<file path="src/timer_b_map.svh">
`ifndef TIMER_B_MAP_SVH
`define TIMER_B_MAP_SVH

// Register indexes; the byte address is four times the index
`define IDX_IRQ_CONTROL      12'h00b
`define IDX_IRQ_FLAG         12'h00c
`define IDX_COUNT_LOW        12'h00e
`define IDX_COUNT_HIGH       12'h00f
`define IDX_TIMER_CONTROL    12'h010
`define IDX_IRQ_ENABLE       12'h08c

// Control register field positions
`define CTL_RUN_ENABLE       0
`define CTL_CLOCK_SOURCE     1
`define CTL_SYNC_BYPASS      2
`define CTL_LP_OSC_ENABLE    3
`define CTL_PRESCALE_LO      4
`define CTL_PRESCALE_HI      5
`define CTL_GATE_ENABLE      6

// Interrupt register field positions
`define FLAG_OVERFLOW        0
`define IEN_OVERFLOW         0
`define ICTL_PERIPHERAL      6
`define ICTL_GLOBAL          7

// Reset values
`define RST_CONTROL          7'h00
`define RST_COUNT            16'h0000
`define RST_IRQ_CONTROL      2'h0

// Timing: system clock cycles per instruction cycle (Fosc/4)
`define INSTR_CYCLE_CLOCKS   4

`endif

</file>
<file path="src/timer_b_pkg.sv">
package timer_b_pkg;

   typedef enum logic [1:0] {
      MODE_TIMER         = 2'b00,
      MODE_SYNC_COUNTER  = 2'b01,
      MODE_ASYNC_COUNTER = 2'b10
   } count_mode_t;

endpackage : timer_b_pkg

</file>
<file path="src/pin_sync.sv">
`timescale 1ns/1ps
module pin_sync #(
   parameter int WIDTH = 1
) (
   // Clock and reset
   input  wire logic             clk,
   input  wire logic             nrst,
   // Raw pins
   input  wire logic [WIDTH-1:0] pin,
   // Synchronised level and edges
   output logic      [WIDTH-1:0] level,
   output logic      [WIDTH-1:0] rise,
   output logic      [WIDTH-1:0] fall
);

   logic [WIDTH-1:0] meta;
   logic [WIDTH-1:0] prev;

   generate
      if (WIDTH < 1) begin : g_bad_width
         $error("pin_sync needs WIDTH of at least 1");
      end
   endgenerate

   // The first stage feeds only the second
   always_ff @(posedge clk or negedge nrst) begin
      if (!nrst) begin
         meta  <= '0;
         level <= '0;
         prev  <= '0;
      end else begin
         meta  <= pin;
         level <= meta;
         prev  <= level;
      end
   end

   assign rise = level & ~prev;
   assign fall = ~level & prev;

endmodule : pin_sync

</file>
<file path="src/gated_sixteen_bit_timer.sv">
// What this block does
// - Sixteen-bit count in a high and a low byte, both read and written by software.
// - Three modes: prescaled timer, synchronous counter, asynchronous counter.
// - Timer mode advances once per instruction cycle ahead of the prescaler.
// - Counter mode advances on rising edges of the external count input, or of the oscillator pin when the low-power oscillator is selected.
// - A falling edge must be seen before the first rising edge counts.
// - Both timer and counter clocks can be gated by the active-low gate input.
// - Gate enable ignored while stopped; when set, count only while gate pin low.
// - Rollover from all ones to zero sets the overflow flag, bit 0.
// - Interrupt only when overflow enable, peripheral enable and global enable all set.
// - Prescale select 00,01,10,11 divides the input by 1,2,4,8.
// - Prescale counter hidden from software and cleared by any count byte write.
// - Low-power oscillator enable only acts with internal oscillator, no clock out.
// - With external source, bypass 1 leaves input unsynchronised, 0 synchronises it.
// - Source select 1 picks external pin rising edges, 0 picks Fosc/4.
// - Unsynchronised counter keeps counting in sleep and its overflow can wake.
`timescale 1ns/1ps
`include "timer_b_map.svh"

module gated_sixteen_bit_timer #(
   parameter int INSTR_DIV = `INSTR_CYCLE_CLOCKS
) (
   // Clock and reset
   input  wire logic        clk,
   input  wire logic        nrst,
   // APB slave
   input  wire logic        psel,
   input  wire logic        penable,
   input  wire logic        pwrite,
   input  wire logic [11:0] paddr,
   input  wire logic [31:0] pwdata,
   output logic      [31:0] prdata,
   output logic             pready,
   output logic             pslverr,
   // Pins
   input  wire logic        external_count_input,
   input  wire logic        oscillator_out_pin,
   input  wire logic        gate_input_n,
   // System state
   input  wire logic        internal_oscillator,
   input  wire logic        sleep_mode,
   // Status outputs
   output logic             low_power_osc_on,
   output logic             wake_request,
   output logic             irq
);

   localparam int DIV_W = (INSTR_DIV > 1) ? $clog2(INSTR_DIV) : 1;

   generate
      if (INSTR_DIV < 1) begin : g_bad_div
         $error("INSTR_DIV must be at least 1");
      end
   endgenerate

   ////////////////////////////////////////////////////////////////////////////
   // Registers

   logic [6:0]  control;
   logic [15:0] count;
   logic        overflow_flag;
   logic        overflow_irq_enable;
   logic        peripheral_irq_global_enable;
   logic        global_irq_enable;

   logic        run_enable;
   logic        clock_source_select;
   logic        sync_bypass;
   logic        low_power_osc_enable;
   logic [1:0]  prescale_select;
   logic        gate_enable;

   assign run_enable           = control[`CTL_RUN_ENABLE];
   assign clock_source_select  = control[`CTL_CLOCK_SOURCE];
   assign sync_bypass          = control[`CTL_SYNC_BYPASS];
   assign low_power_osc_enable = control[`CTL_LP_OSC_ENABLE];
   assign prescale_select      = control[`CTL_PRESCALE_HI:`CTL_PRESCALE_LO];
   assign gate_enable          = control[`CTL_GATE_ENABLE];

   ////////////////////////////////////////////////////////////////////////////
   // APB decode

   logic [11:0] reg_index;
   logic        aligned;
   logic        setup;
   logic        access;
   logic        wr;
   logic        rd;
   logic        hit_ictl;
   logic        hit_flag;
   logic        hit_low;
   logic        hit_high;
   logic        hit_ctl;
   logic        hit_ien;
   logic        mapped;

   assign reg_index = {2'h0, paddr[11:2]};
   assign aligned   = (paddr[1:0] == 2'h0);
   assign hit_ictl  = aligned && (reg_index == `IDX_IRQ_CONTROL);
   assign hit_flag  = aligned && (reg_index == `IDX_IRQ_FLAG);
   assign hit_low   = aligned && (reg_index == `IDX_COUNT_LOW);
   assign hit_high  = aligned && (reg_index == `IDX_COUNT_HIGH);
   assign hit_ctl   = aligned && (reg_index == `IDX_TIMER_CONTROL);
   assign hit_ien   = aligned && (reg_index == `IDX_IRQ_ENABLE);
   assign mapped    = hit_ictl | hit_flag | hit_low | hit_high | hit_ctl | hit_ien;

   assign setup   = psel && !penable;
   assign access  = psel && penable;
   assign wr      = access && pwrite && mapped;
   assign rd      = access && !pwrite && mapped;
   assign pready  = 1'b1;
   assign pslverr = access && !mapped;

   // Read data is taken in the setup cycle so it is a flop at the access edge
   always_ff @(posedge clk or negedge nrst) begin
      if (!nrst) begin
         prdata <= 32'h00000000;
      end else if (setup) begin
         prdata <= 32'h00000000;
         if (hit_low) begin
            prdata[7:0] <= count[7:0];
         end
         if (hit_high) begin
            prdata[7:0] <= count[15:8];
         end
         if (hit_ctl) begin
            prdata[7:0] <= {1'b0, control};
         end
         if (hit_flag) begin
            prdata[`FLAG_OVERFLOW] <= overflow_flag;
         end
         if (hit_ien) begin
            prdata[`IEN_OVERFLOW] <= overflow_irq_enable;
         end
         if (hit_ictl) begin
            prdata[`ICTL_GLOBAL]     <= global_irq_enable;
            prdata[`ICTL_PERIPHERAL] <= peripheral_irq_global_enable;
         end
      end
   end

   always_ff @(posedge clk or negedge nrst) begin
      if (!nrst) begin
         control <= `RST_CONTROL;
      end else if (wr && hit_ctl) begin
         control <= pwdata[6:0];
      end
   end

   always_ff @(posedge clk or negedge nrst) begin
      if (!nrst) begin
         overflow_irq_enable          <= 1'b0;
         {global_irq_enable, peripheral_irq_global_enable} <= `RST_IRQ_CONTROL;
      end else begin
         if (wr && hit_ien) begin
            overflow_irq_enable <= pwdata[`IEN_OVERFLOW];
         end
         if (wr && hit_ictl) begin
            global_irq_enable            <= pwdata[`ICTL_GLOBAL];
            peripheral_irq_global_enable <= pwdata[`ICTL_PERIPHERAL];
         end
      end
   end

   ////////////////////////////////////////////////////////////////////////////
   // Pin synchronisers: count pin, oscillator pin, gate pin

   logic [2:0] pin_level;
   logic [2:0] pin_rise;
   logic [2:0] pin_fall;

   pin_sync #(
      .WIDTH (3)
   ) u_pin_sync (
      .clk   (clk),
      .nrst  (nrst),
      .pin   ({gate_input_n, oscillator_out_pin, external_count_input}),
      .level (pin_level),
      .rise  (pin_rise),
      .fall  (pin_fall)
   );

   ////////////////////////////////////////////////////////////////////////////
   // Instruction cycle enable

   logic [DIV_W-1:0] div_count;
   logic             instr_tick;

   assign instr_tick = (div_count == DIV_W'(INSTR_DIV - 1));

   always_ff @(posedge clk or negedge nrst) begin
      if (!nrst) begin
         div_count <= '0;
      end else if (instr_tick) begin
         div_count <= '0;
      end else begin
         div_count <= div_count + DIV_W'(1);
      end
   end

   ////////////////////////////////////////////////////////////////////////////
   // Source and mode selection

   timer_b_pkg::count_mode_t mode;
   logic                     lp_select;
   logic                     src_rise;
   logic                     src_fall;

   // Oscillator only honoured with the internal oscillator, no clock out
   assign lp_select        = low_power_osc_enable && internal_oscillator;
   assign low_power_osc_on = lp_select;
   assign src_rise         = lp_select ? pin_rise[1] : pin_rise[0];
   assign src_fall         = lp_select ? pin_fall[1] : pin_fall[0];

   always_comb begin
      if (!clock_source_select) begin
         mode = timer_b_pkg::MODE_TIMER;
      end else if (sync_bypass) begin
         mode = timer_b_pkg::MODE_ASYNC_COUNTER;
      end else begin
         mode = timer_b_pkg::MODE_SYNC_COUNTER;
      end
   end

   ////////////////////////////////////////////////////////////////////////////
   // Falling-edge arming and synchronous edge holding

   logic armed;
   logic pending_edge;
   logic counted_rise;

   assign counted_rise = src_rise && armed;

   // Disarmed whenever the internal clock is selected, so a switch from timer mode to a counter mode waits for a new falling edge
   always_ff @(posedge clk or negedge nrst) begin
      if (!nrst) begin
         armed <= 1'b0;
      end else if (!clock_source_select) begin
         armed <= 1'b0;
      end else if (src_fall) begin
         armed <= 1'b1;
      end
   end

   // Synchronous mode aligns each pin edge to the next instruction cycle
   always_ff @(posedge clk or negedge nrst) begin
      if (!nrst) begin
         pending_edge <= 1'b0;
      end else if (mode != timer_b_pkg::MODE_SYNC_COUNTER) begin
         pending_edge <= 1'b0;
      end else if (counted_rise) begin
         pending_edge <= 1'b1;
      end else if (instr_tick) begin
         pending_edge <= 1'b0;
      end
   end

   ////////////////////////////////////////////////////////////////////////////
   // Input event, gating and prescaler

   logic       input_event;
   logic       counting_on;
   logic       awake_ok;
   logic       step;
   logic [2:0] presc;
   logic [2:0] presc_limit;
   logic       inc;
   logic       count_write;

   always_comb begin
      unique case (mode)
         timer_b_pkg::MODE_TIMER:         input_event = instr_tick;
         timer_b_pkg::MODE_SYNC_COUNTER:  input_event = instr_tick && pending_edge;
         timer_b_pkg::MODE_ASYNC_COUNTER: input_event = counted_rise;
         default:                         input_event = 1'b0;
      endcase
   end

   // Gate level only matters while running with gating on
   assign counting_on = run_enable && (!gate_enable || !pin_level[2]);
   // Only the unsynchronised counter runs in sleep
   assign awake_ok    = !sleep_mode || (mode == timer_b_pkg::MODE_ASYNC_COUNTER);
   assign step        = input_event && counting_on && awake_ok;
   assign presc_limit = 3'((4'h1 << prescale_select) - 4'h1);
   assign inc         = step && (presc == presc_limit);
   assign count_write = wr && (hit_low || hit_high);

   always_ff @(posedge clk or negedge nrst) begin
      if (!nrst) begin
         presc <= 3'h0;
      end else if (count_write) begin
         presc <= 3'h0;
      end else if (inc) begin
         presc <= 3'h0;
      end else if (step) begin
         presc <= presc + 3'h1;
      end
   end

   ////////////////////////////////////////////////////////////////////////////
   // Count

   // A byte write wins over an increment in the same cycle
   always_ff @(posedge clk or negedge nrst) begin
      if (!nrst) begin
         count <= `RST_COUNT;
      end else if (wr && hit_low) begin
         count <= {count[15:8], pwdata[7:0]};
      end else if (wr && hit_high) begin
         count <= {pwdata[7:0], count[7:0]};
      end else if (inc) begin
         count <= count + 16'h0001;
      end
   end

   ////////////////////////////////////////////////////////////////////////////
   // Overflow flag and interrupt

   logic overflow_set;
   logic overflow_clear;

   assign overflow_set   = inc && (count == 16'hffff);
   // Cleared by a read of the flag register or by writing the bit to zero
   assign overflow_clear = (rd && hit_flag) || (wr && hit_flag && !pwdata[`FLAG_OVERFLOW]);

   always_ff @(posedge clk or negedge nrst) begin
      if (!nrst) begin
         overflow_flag <= 1'b0;
      end else if (overflow_set) begin
         overflow_flag <= 1'b1;
      end else if (overflow_clear) begin
         overflow_flag <= 1'b0;
      end
   end

   // Wake needs no global enable; the vector needs it too
   assign wake_request = overflow_flag && overflow_irq_enable
                         && peripheral_irq_global_enable;
   assign irq          = wake_request && global_irq_enable;

endmodule : gated_sixteen_bit_timer

</file>
<file path="config.mk">
export PLATFORM = sky130hd
export DESIGN_NAME = gated_sixteen_bit_timer
export DESIGN_NICKNAME = d
export VERILOG_FILES = /design/src/timer_b_pkg.sv /design/src/pin_sync.sv /design/src/gated_sixteen_bit_timer.sv
export VERILOG_INCLUDE_DIRS = /design/src
export SDC_FILE = /design/constraint.sdc
export NUM_CORES = 1
export LEC_CHECK = 0
export ABC_CLOCK_PERIOD_IN_PS = 3500
export BUFFER_PORTS_ARGS = -buffer_cell sky130_fd_sc_hd__buf_2
export CORE_ASPECT_RATIO = 0.8
export CORE_MARGIN = 2
export CORE_UTILIZATION = 40
export CTS_BUF_LIST = sky130_fd_sc_hd__clkbuf_8
export DETAILED_ROUTE_END_ITERATION = 12
export HOLD_SLACK_MARGIN = 0.03
export MAX_ROUTING_LAYER = met4
export PLACE_DENSITY = 0.61
export REMOVE_ABC_BUFFERS = 1
export SLEW_MARGIN = 20
export SYNTH_ARGS = -nofsm -noshare
export SYNTH_HDL_FRONTEND = slang
export SYNTH_SLANG_ARGS = --single-unit
</file>
<file path="constraint.sdc">
create_clock -name clk -period 3.5 [get_ports clk]
set_input_delay 0.7 -clock clk [delete_from_list [all_inputs] [get_ports clk]]
set_output_delay 0.7 -clock clk [all_outputs]
set_load 0.005 [all_outputs]
</file>
== Yosys cells after proc, flatten, opt, wreduce, memory -nomap -nowiden ==
Index checks and enable logic that the tools add are counted.

* Register bits after elaboration: 50
* Input port bits: 54
* Output and inout bits: 37
* Logic and storage cells: 122

* Equal/unequal tests: 14
* Mux-type cells: 25
* Reduce and logical (&&, ||, !) cells: 53
* Shifts and indexed selects: 1
* $add $sub $neg: 4
* Bitwise logic cells: 10

{| class="wikitable"
|+ Operator list
! cell !! count
|-
| == test 10 x 4 -> 1 bit, second input constant || 4
|-
| logical AND 1 bit || 33
|-
| two-way mux 16 bit || 2
|-
| two-way mux 8 bit || 4
|-
| adder 16 x 1 -> 16 bit, second input constant || 1
|-
| == test 16 bit, second input constant || 1
|-
| two-way mux 1 bit || 11
|-
| == test 10 x 5 -> 1 bit, second input constant || 1
|-
| == test 10 x 8 -> 1 bit, second input constant || 1
|-
| two-way mux 3 bit || 3
|-
| two-way mux 2 bit || 4
|-
| zero test 1 bit || 7
|-
| nonzero test 2 bit || 3
|-
| nonzero test 3 bit || 2
|-
| OR 1 bit || 5
|-
| bitwise AND 2 bit || 2
|-
| == test 2 bit, second input constant || 2
|-
| zero test 2 bit || 2
|-
| logical OR 1 bit || 4
|-
| inequality test 2 x 1 -> 1 bit, second input constant || 2
|-
| inverter 2 bit || 2
|-
| AND reduction 2 bit || 2
|-
| adder 3 x 1 -> 3 bit, second input constant || 1
|-
| == test 3 bit || 1
|-
| 7 further kinds || 7
|}

== Longest topological paths before layout ==
* Word-level depth: 13
* Mapped depth: 9
* Depth with buffers taken out: 7

== Hierarchy ==
Synthesis repeated with hierarchy kept, for this count alone.

* Cells, all modules: 320
* Area total of the unflattened synthesis: 2987.9 um^2

{| class="wikitable"
|+ By module, submodules not included
! module !! area each (um^2) !! seq. area each (um^2) !! cells an instance !! times used
|-
| gated_sixteen_bit_timer || 2710.1 || 1051.0 || 305 || 1
|-
| pin_sync || 277.8 || 225.2 || 15 || 1
|}

== Least setup slack after synthesis ==
No wires, ideal clock.

* Kind: input port to output port
* Start point: in paddr[1]
* End point: out pslverr
* Slack: 546 ps
* Required time: 2800 ps
* Arrival time: 2254 ps
* Stages: 7
* Buffers on the path: 2
* Cell sequence: or4_4 > buf_6 > or3_1 > buf_6 > nor2_1 > or3_1 > nor3_1

* Cells in the longest elaborated chain, start to end: 9
* Elaborated cells between the ends (all ways): 14
* Classes of those cells: 5 x bitwise; 9 x reduce/logical

{| class="wikitable"
|+ Ends and longest elaborated chain
! element !! line !! RTL
|-
| start, declared || gated_sixteen_bit_timer.sv:30 || <nowiki>input wire logic [11:0] paddr,</nowiki>
|-
| zero test 2 bit (*) || gated_sixteen_bit_timer.sv:98 || <nowiki>assign aligned = (paddr[1:0] == 2'h0);</nowiki>
|-
| logical AND 1 bit (on tied branches) || gated_sixteen_bit_timer.sv:99, gated_sixteen_bit_timer.sv:100 ||
|-
| OR 1 bit (4 in a row) || gated_sixteen_bit_timer.sv:105 || <nowiki>assign mapped = hit_ictl | hit_flag | hit_low | hit_high | hit_ctl | hit_ien;</nowiki>
|-
| OR 1 bit (*) || gated_sixteen_bit_timer.sv:105 ||
|-
| zero test 1 bit (*) || gated_sixteen_bit_timer.sv:112 || <nowiki>assign pslverr = access && !mapped;</nowiki>
|-
| logical AND 1 bit (*) || gated_sixteen_bit_timer.sv:112 ||
|-
| end, declared || gated_sixteen_bit_timer.sv:34 || <nowiki>output logic pslverr,</nowiki>
|}

Mark *: on every way between the ends. The rest lies on a longest branch, timed or not.

== Worst setup path after layout ==
* Start point: in paddr[7]
* End point: out pslverr

* Cells in the longest elaborated chain, start to end: 9
* Elaborated cells between the ends (all ways): 19
* Classes of those cells: 6 x eq/ne; 5 x bitwise; 8 x reduce/logical

{| class="wikitable"
|+ Ends and longest elaborated chain
! element !! line
|-
| == test 10 x 4 -> 1 bit (no source line) || --
|-
| logical AND 1 bit (on tied branches) || gated_sixteen_bit_timer.sv:99, gated_sixteen_bit_timer.sv:100
|-
| OR 1 bit (4 in a row) || gated_sixteen_bit_timer.sv:105
|-
| OR 1 bit (*) || gated_sixteen_bit_timer.sv:105
|-
| zero test 1 bit (*) || gated_sixteen_bit_timer.sv:112
|-
| logical AND 1 bit (*) || gated_sixteen_bit_timer.sv:112
|}

Marks and branches as above.

==> impl_metrics.py <==
metrics = {
    "timing": {
        "tightest_slew_ps": 768,
        "hold_ws_ps": 363,
        "period_needed_ps": 3130,
        "hold_viol": 0,
        "final.setup.tns_ps": 0,
        "fin_crit_sh_pct": 89.4,
        "skew_ps": 4.37,
        "rsz0062_at_grt": "false",
        "slew_headroom_pct": 48.4,
        "slew_violations": 0,
        "max_clock_freq_mhz": 319,
        "final-setup-viol-count": 0,
        "setup_slack_ps": 369,
    },
    "final_layout": {
        "fillers": 714,
        "areaGrowthSynthToFinish_pct": 9.36,
        "n_antenna_cell": 0,
        "layout.nets": 404,
        "final_layout_size_suffix_gt1_share_pct": 27.6,
        "finish.instance_area_um2": 3250,
    },
    "place": {
        "place.gp.congestion": 0.898,
        "hpwl_um": 4990,
        "place_area_um2": 3150,
        "dp_slack_ps": 403,
        "portBuffers": 41,
    },
    "clocking": {
        "clkTransAtPathRegs_ps": 100,
        "post_cts_resized": 0,
        "cts_buffers": 5,
        "cts_setup_buffers": 0,
        "clock_path_buffers": 2,
        "cts_tree": "done",
        "insertion_delay_ps": 300,
        "ctsHoldBuffers": 0,
        "root_buffer": "clkbuf_8",
        "cts.htree.levels": 2,
        "numClockSinks": 50,
    },
    "logic_synthesis": {
        "yosys.cell_types.count": 53,
        "ys_seq_area_share_pct": 42.1,
        "synth-main-ff-cell": "dfrtp_1",
        "netlist_area_um2": 2970,
        "synthCells": 306,
        "ys_warn_count": 0,
        "synth_edf_count": 0,
        "avgSynthCellArea_um2": 9.70,
        "synthArstFlopShare_pct": 100,
        "synth-seq-cells": 50,
    },
    "grt": {
        "grt_overflow": 0,
        "grt_pass1_vias": 2112,
        "grt_usage_pct": 17.8,
        "grt_start_max_net_pins": 31,
        "grt_pass1_wl_um": 10900,
        "antenna_found_initial": 0,
    },
    "floorplanning": {
        "coreArea_um2": 7290,
        "ios": 91,
        "start_util_pct": 40.7,
        "die_x_um": 100,
        "die_area_um2": 8130,
        "std_cell_rows": 28,
        "die_height_um": 81.1,
    },
    "setup_path": {
        "max_stage_delay_ps": 510,
        "cp-end-kind": "output pin",
        "crit_buf_inv": 2,
        "critPathLaunchType": "primary input",
        "crit_fanout": 6,
        "cpLargestDelayFamily": "simple AND/OR/NAND/NOR gates",
        "cp_cell_sequence": "buf_2 > nor3b_1 > nand3_1 > or3_1 > nor2_1 > or3_1 > nor3_1 > buf_2",
        "cp_slowest_cell": "or3_1",
        "worstPathArrival_ps": 2430,
        "path_class": "primary input to output pin",
        "cp_data_required_time_ps": 2800,
    },
    "run": {
        "maxCapViolCount": 0,
    },
    "routing": {
        "drc": 0,
        "first_pass_iters": 7,
        "viasPerCell": 5.36,
        "vias": 2348,
        "ant_nets": 0,
        "drtIter0Drc": 187,
        "post_drt_wl_per_cell_um": 15.5,
        "routed_wl_um": 6790,
    },
    "power_and_ir_drop": {
        "vdd_drop_max_mv": 0.127,
        "pwr_density_cell_nw_per_um2": 323,
        "p_leak_uw": 0.00146,
    },
    "status": {
        "outcome": "finished clean",
    },
    "min_path": {
        "holdCritPathClass": "flip-flop to flip-flop",
    },
}
-- layout by cell type (no fill, tap or decap), drive strengths merged, types with 5 or more instances in the layout --
cell    synthesis  final
dfrtp          50     50
conb            2     25
a222oi          5      5
nor2           26     26
o21ai          17     17
clkbuf          6      6
inv             7      8
a21oi          15     15
buf            32     49
nand3          12     12
xnor2           8      8
nor3           14     14
mux2           14     14
or3             5      5
nand2          30     30
mux2i           7      7
and3            5      5
-- logic make-up after synthesis --
group                      Yosys count  synth area share [%]
DFF                                 50                  42.1
muxes                               21                  7.67
buffers and inverters               45                  10.5
xor gates and xnor gates             8                  2.36
adders and majority gates            3                  1.26
and+or+nand+nor                    120                  22.3
other                                2                 0.253
AOI/OAI and AO/OA                   57                  13.5
-- path summary, 6_finish.rpt --
check,from,endpoint,slack (ps),depth (start not counted)
max in group asynchronous,nrst,count[13]$_DFFE_PN0P_,2310,2
worst max-delay path,paddr[7],pslverr,370,8
worst max register to register,control[3]$_DFFE_PN0P_,count[5]$_DFFE_PN0P_,1100,8
min in group asynchronous,nrst,div_count[0]$_DFF_PN0_,440,1
worst min register to register,u_pin_sync.meta[0]$_DFF_PN0_,u_pin_sync.level[0]$_DFF_PN0_,360,0
worst min-delay path,u_pin_sync.meta[0]$_DFF_PN0_,u_pin_sync.level[0]$_DFF_PN0_,360,0
-- sequential cells by signal, summed over array words and instances, names as in the netlist --
name and flops:
count 16, prdata 8, control 7, presc 3
u_pin_sync.level 3, u_pin_sync.meta 3, div_count 2, u_pin_sync.prev 2
armed 1, global_irq_enable 1, overflow_flag 1, overflow_irq_enable 1
pending_edge 1, peripheral_irq_global_enable 1
-- power breakdown --
group / internal, µW / total, µW / switching, µW
sequential: 592 / 599 / 7.04
clock: 163 / 366 / 203
combinational: 31.5 / 83.7 / 52.2
-- layer usage --
metal  track usage [%]  vias to the layer above  wire length [µm]
met5                 -                        -                 0
met3              3.27                        2               520
li1                  -                     1120                 -
met1              26.2                     1136              3330
met4              3.29                        0                36
met2              25.8                       90              2900
-- area by class of cell --
cell class              instances  area [µm²]  area share [%]
clock buffers                   6        82.6            2.54
multi-input cells             234        1490            46.0
repair buffers                 49         265            8.17
inverters                       7        26.3           0.809
clock inverters                 2        16.3           0.501
flip-flops and latches         50        1250            38.5
well taps                      90         113            3.47
-- synthesized netlist by cell type, drive strengths merged, types with 3 or more instances --
master | count | area share, %
nor2 | 26 | 3.5
mux2 | 14 | 5.3
xnor2 | 8 | 2.4
a222oi | 5 | 1.7
a21oi | 15 | 2.7
and2 | 4 | 0.84
ha | 3 | 1.3
nand3 | 12 | 2.0
mux2i | 7 | 2.4
nor3b | 4 | 1.0
buf | 32 | 8.8
nand2 | 30 | 4.5
a211oi | 4 | 1.0
nor2b | 4 | 0.84
nand4 | 4 | 0.84
o21ai | 17 | 3.9
clkbuf | 6 | 0.76
nor3 | 14 | 3.1
inv | 7 | 0.89
dfrtp | 50 | 42
nor4 | 4 | 1.3
or3 | 5 | 1.1
and3 | 5 | 1.1
-- stage by stage --
stage | instances | util, % | power, µW
3_5_place_dp | 430 | 43.2 | 695
3_3_place_gp | 430 | 43.2 | 693
4_1_cts | 438 | 44.6 | 1060
5_1_grt | 438 | 44.6 | 1100
2_1_floorplan | 291 | - | 639
6_report | 438 | 44.6 | 1050
Note: power is estimated with default switching activity, not from simulation.
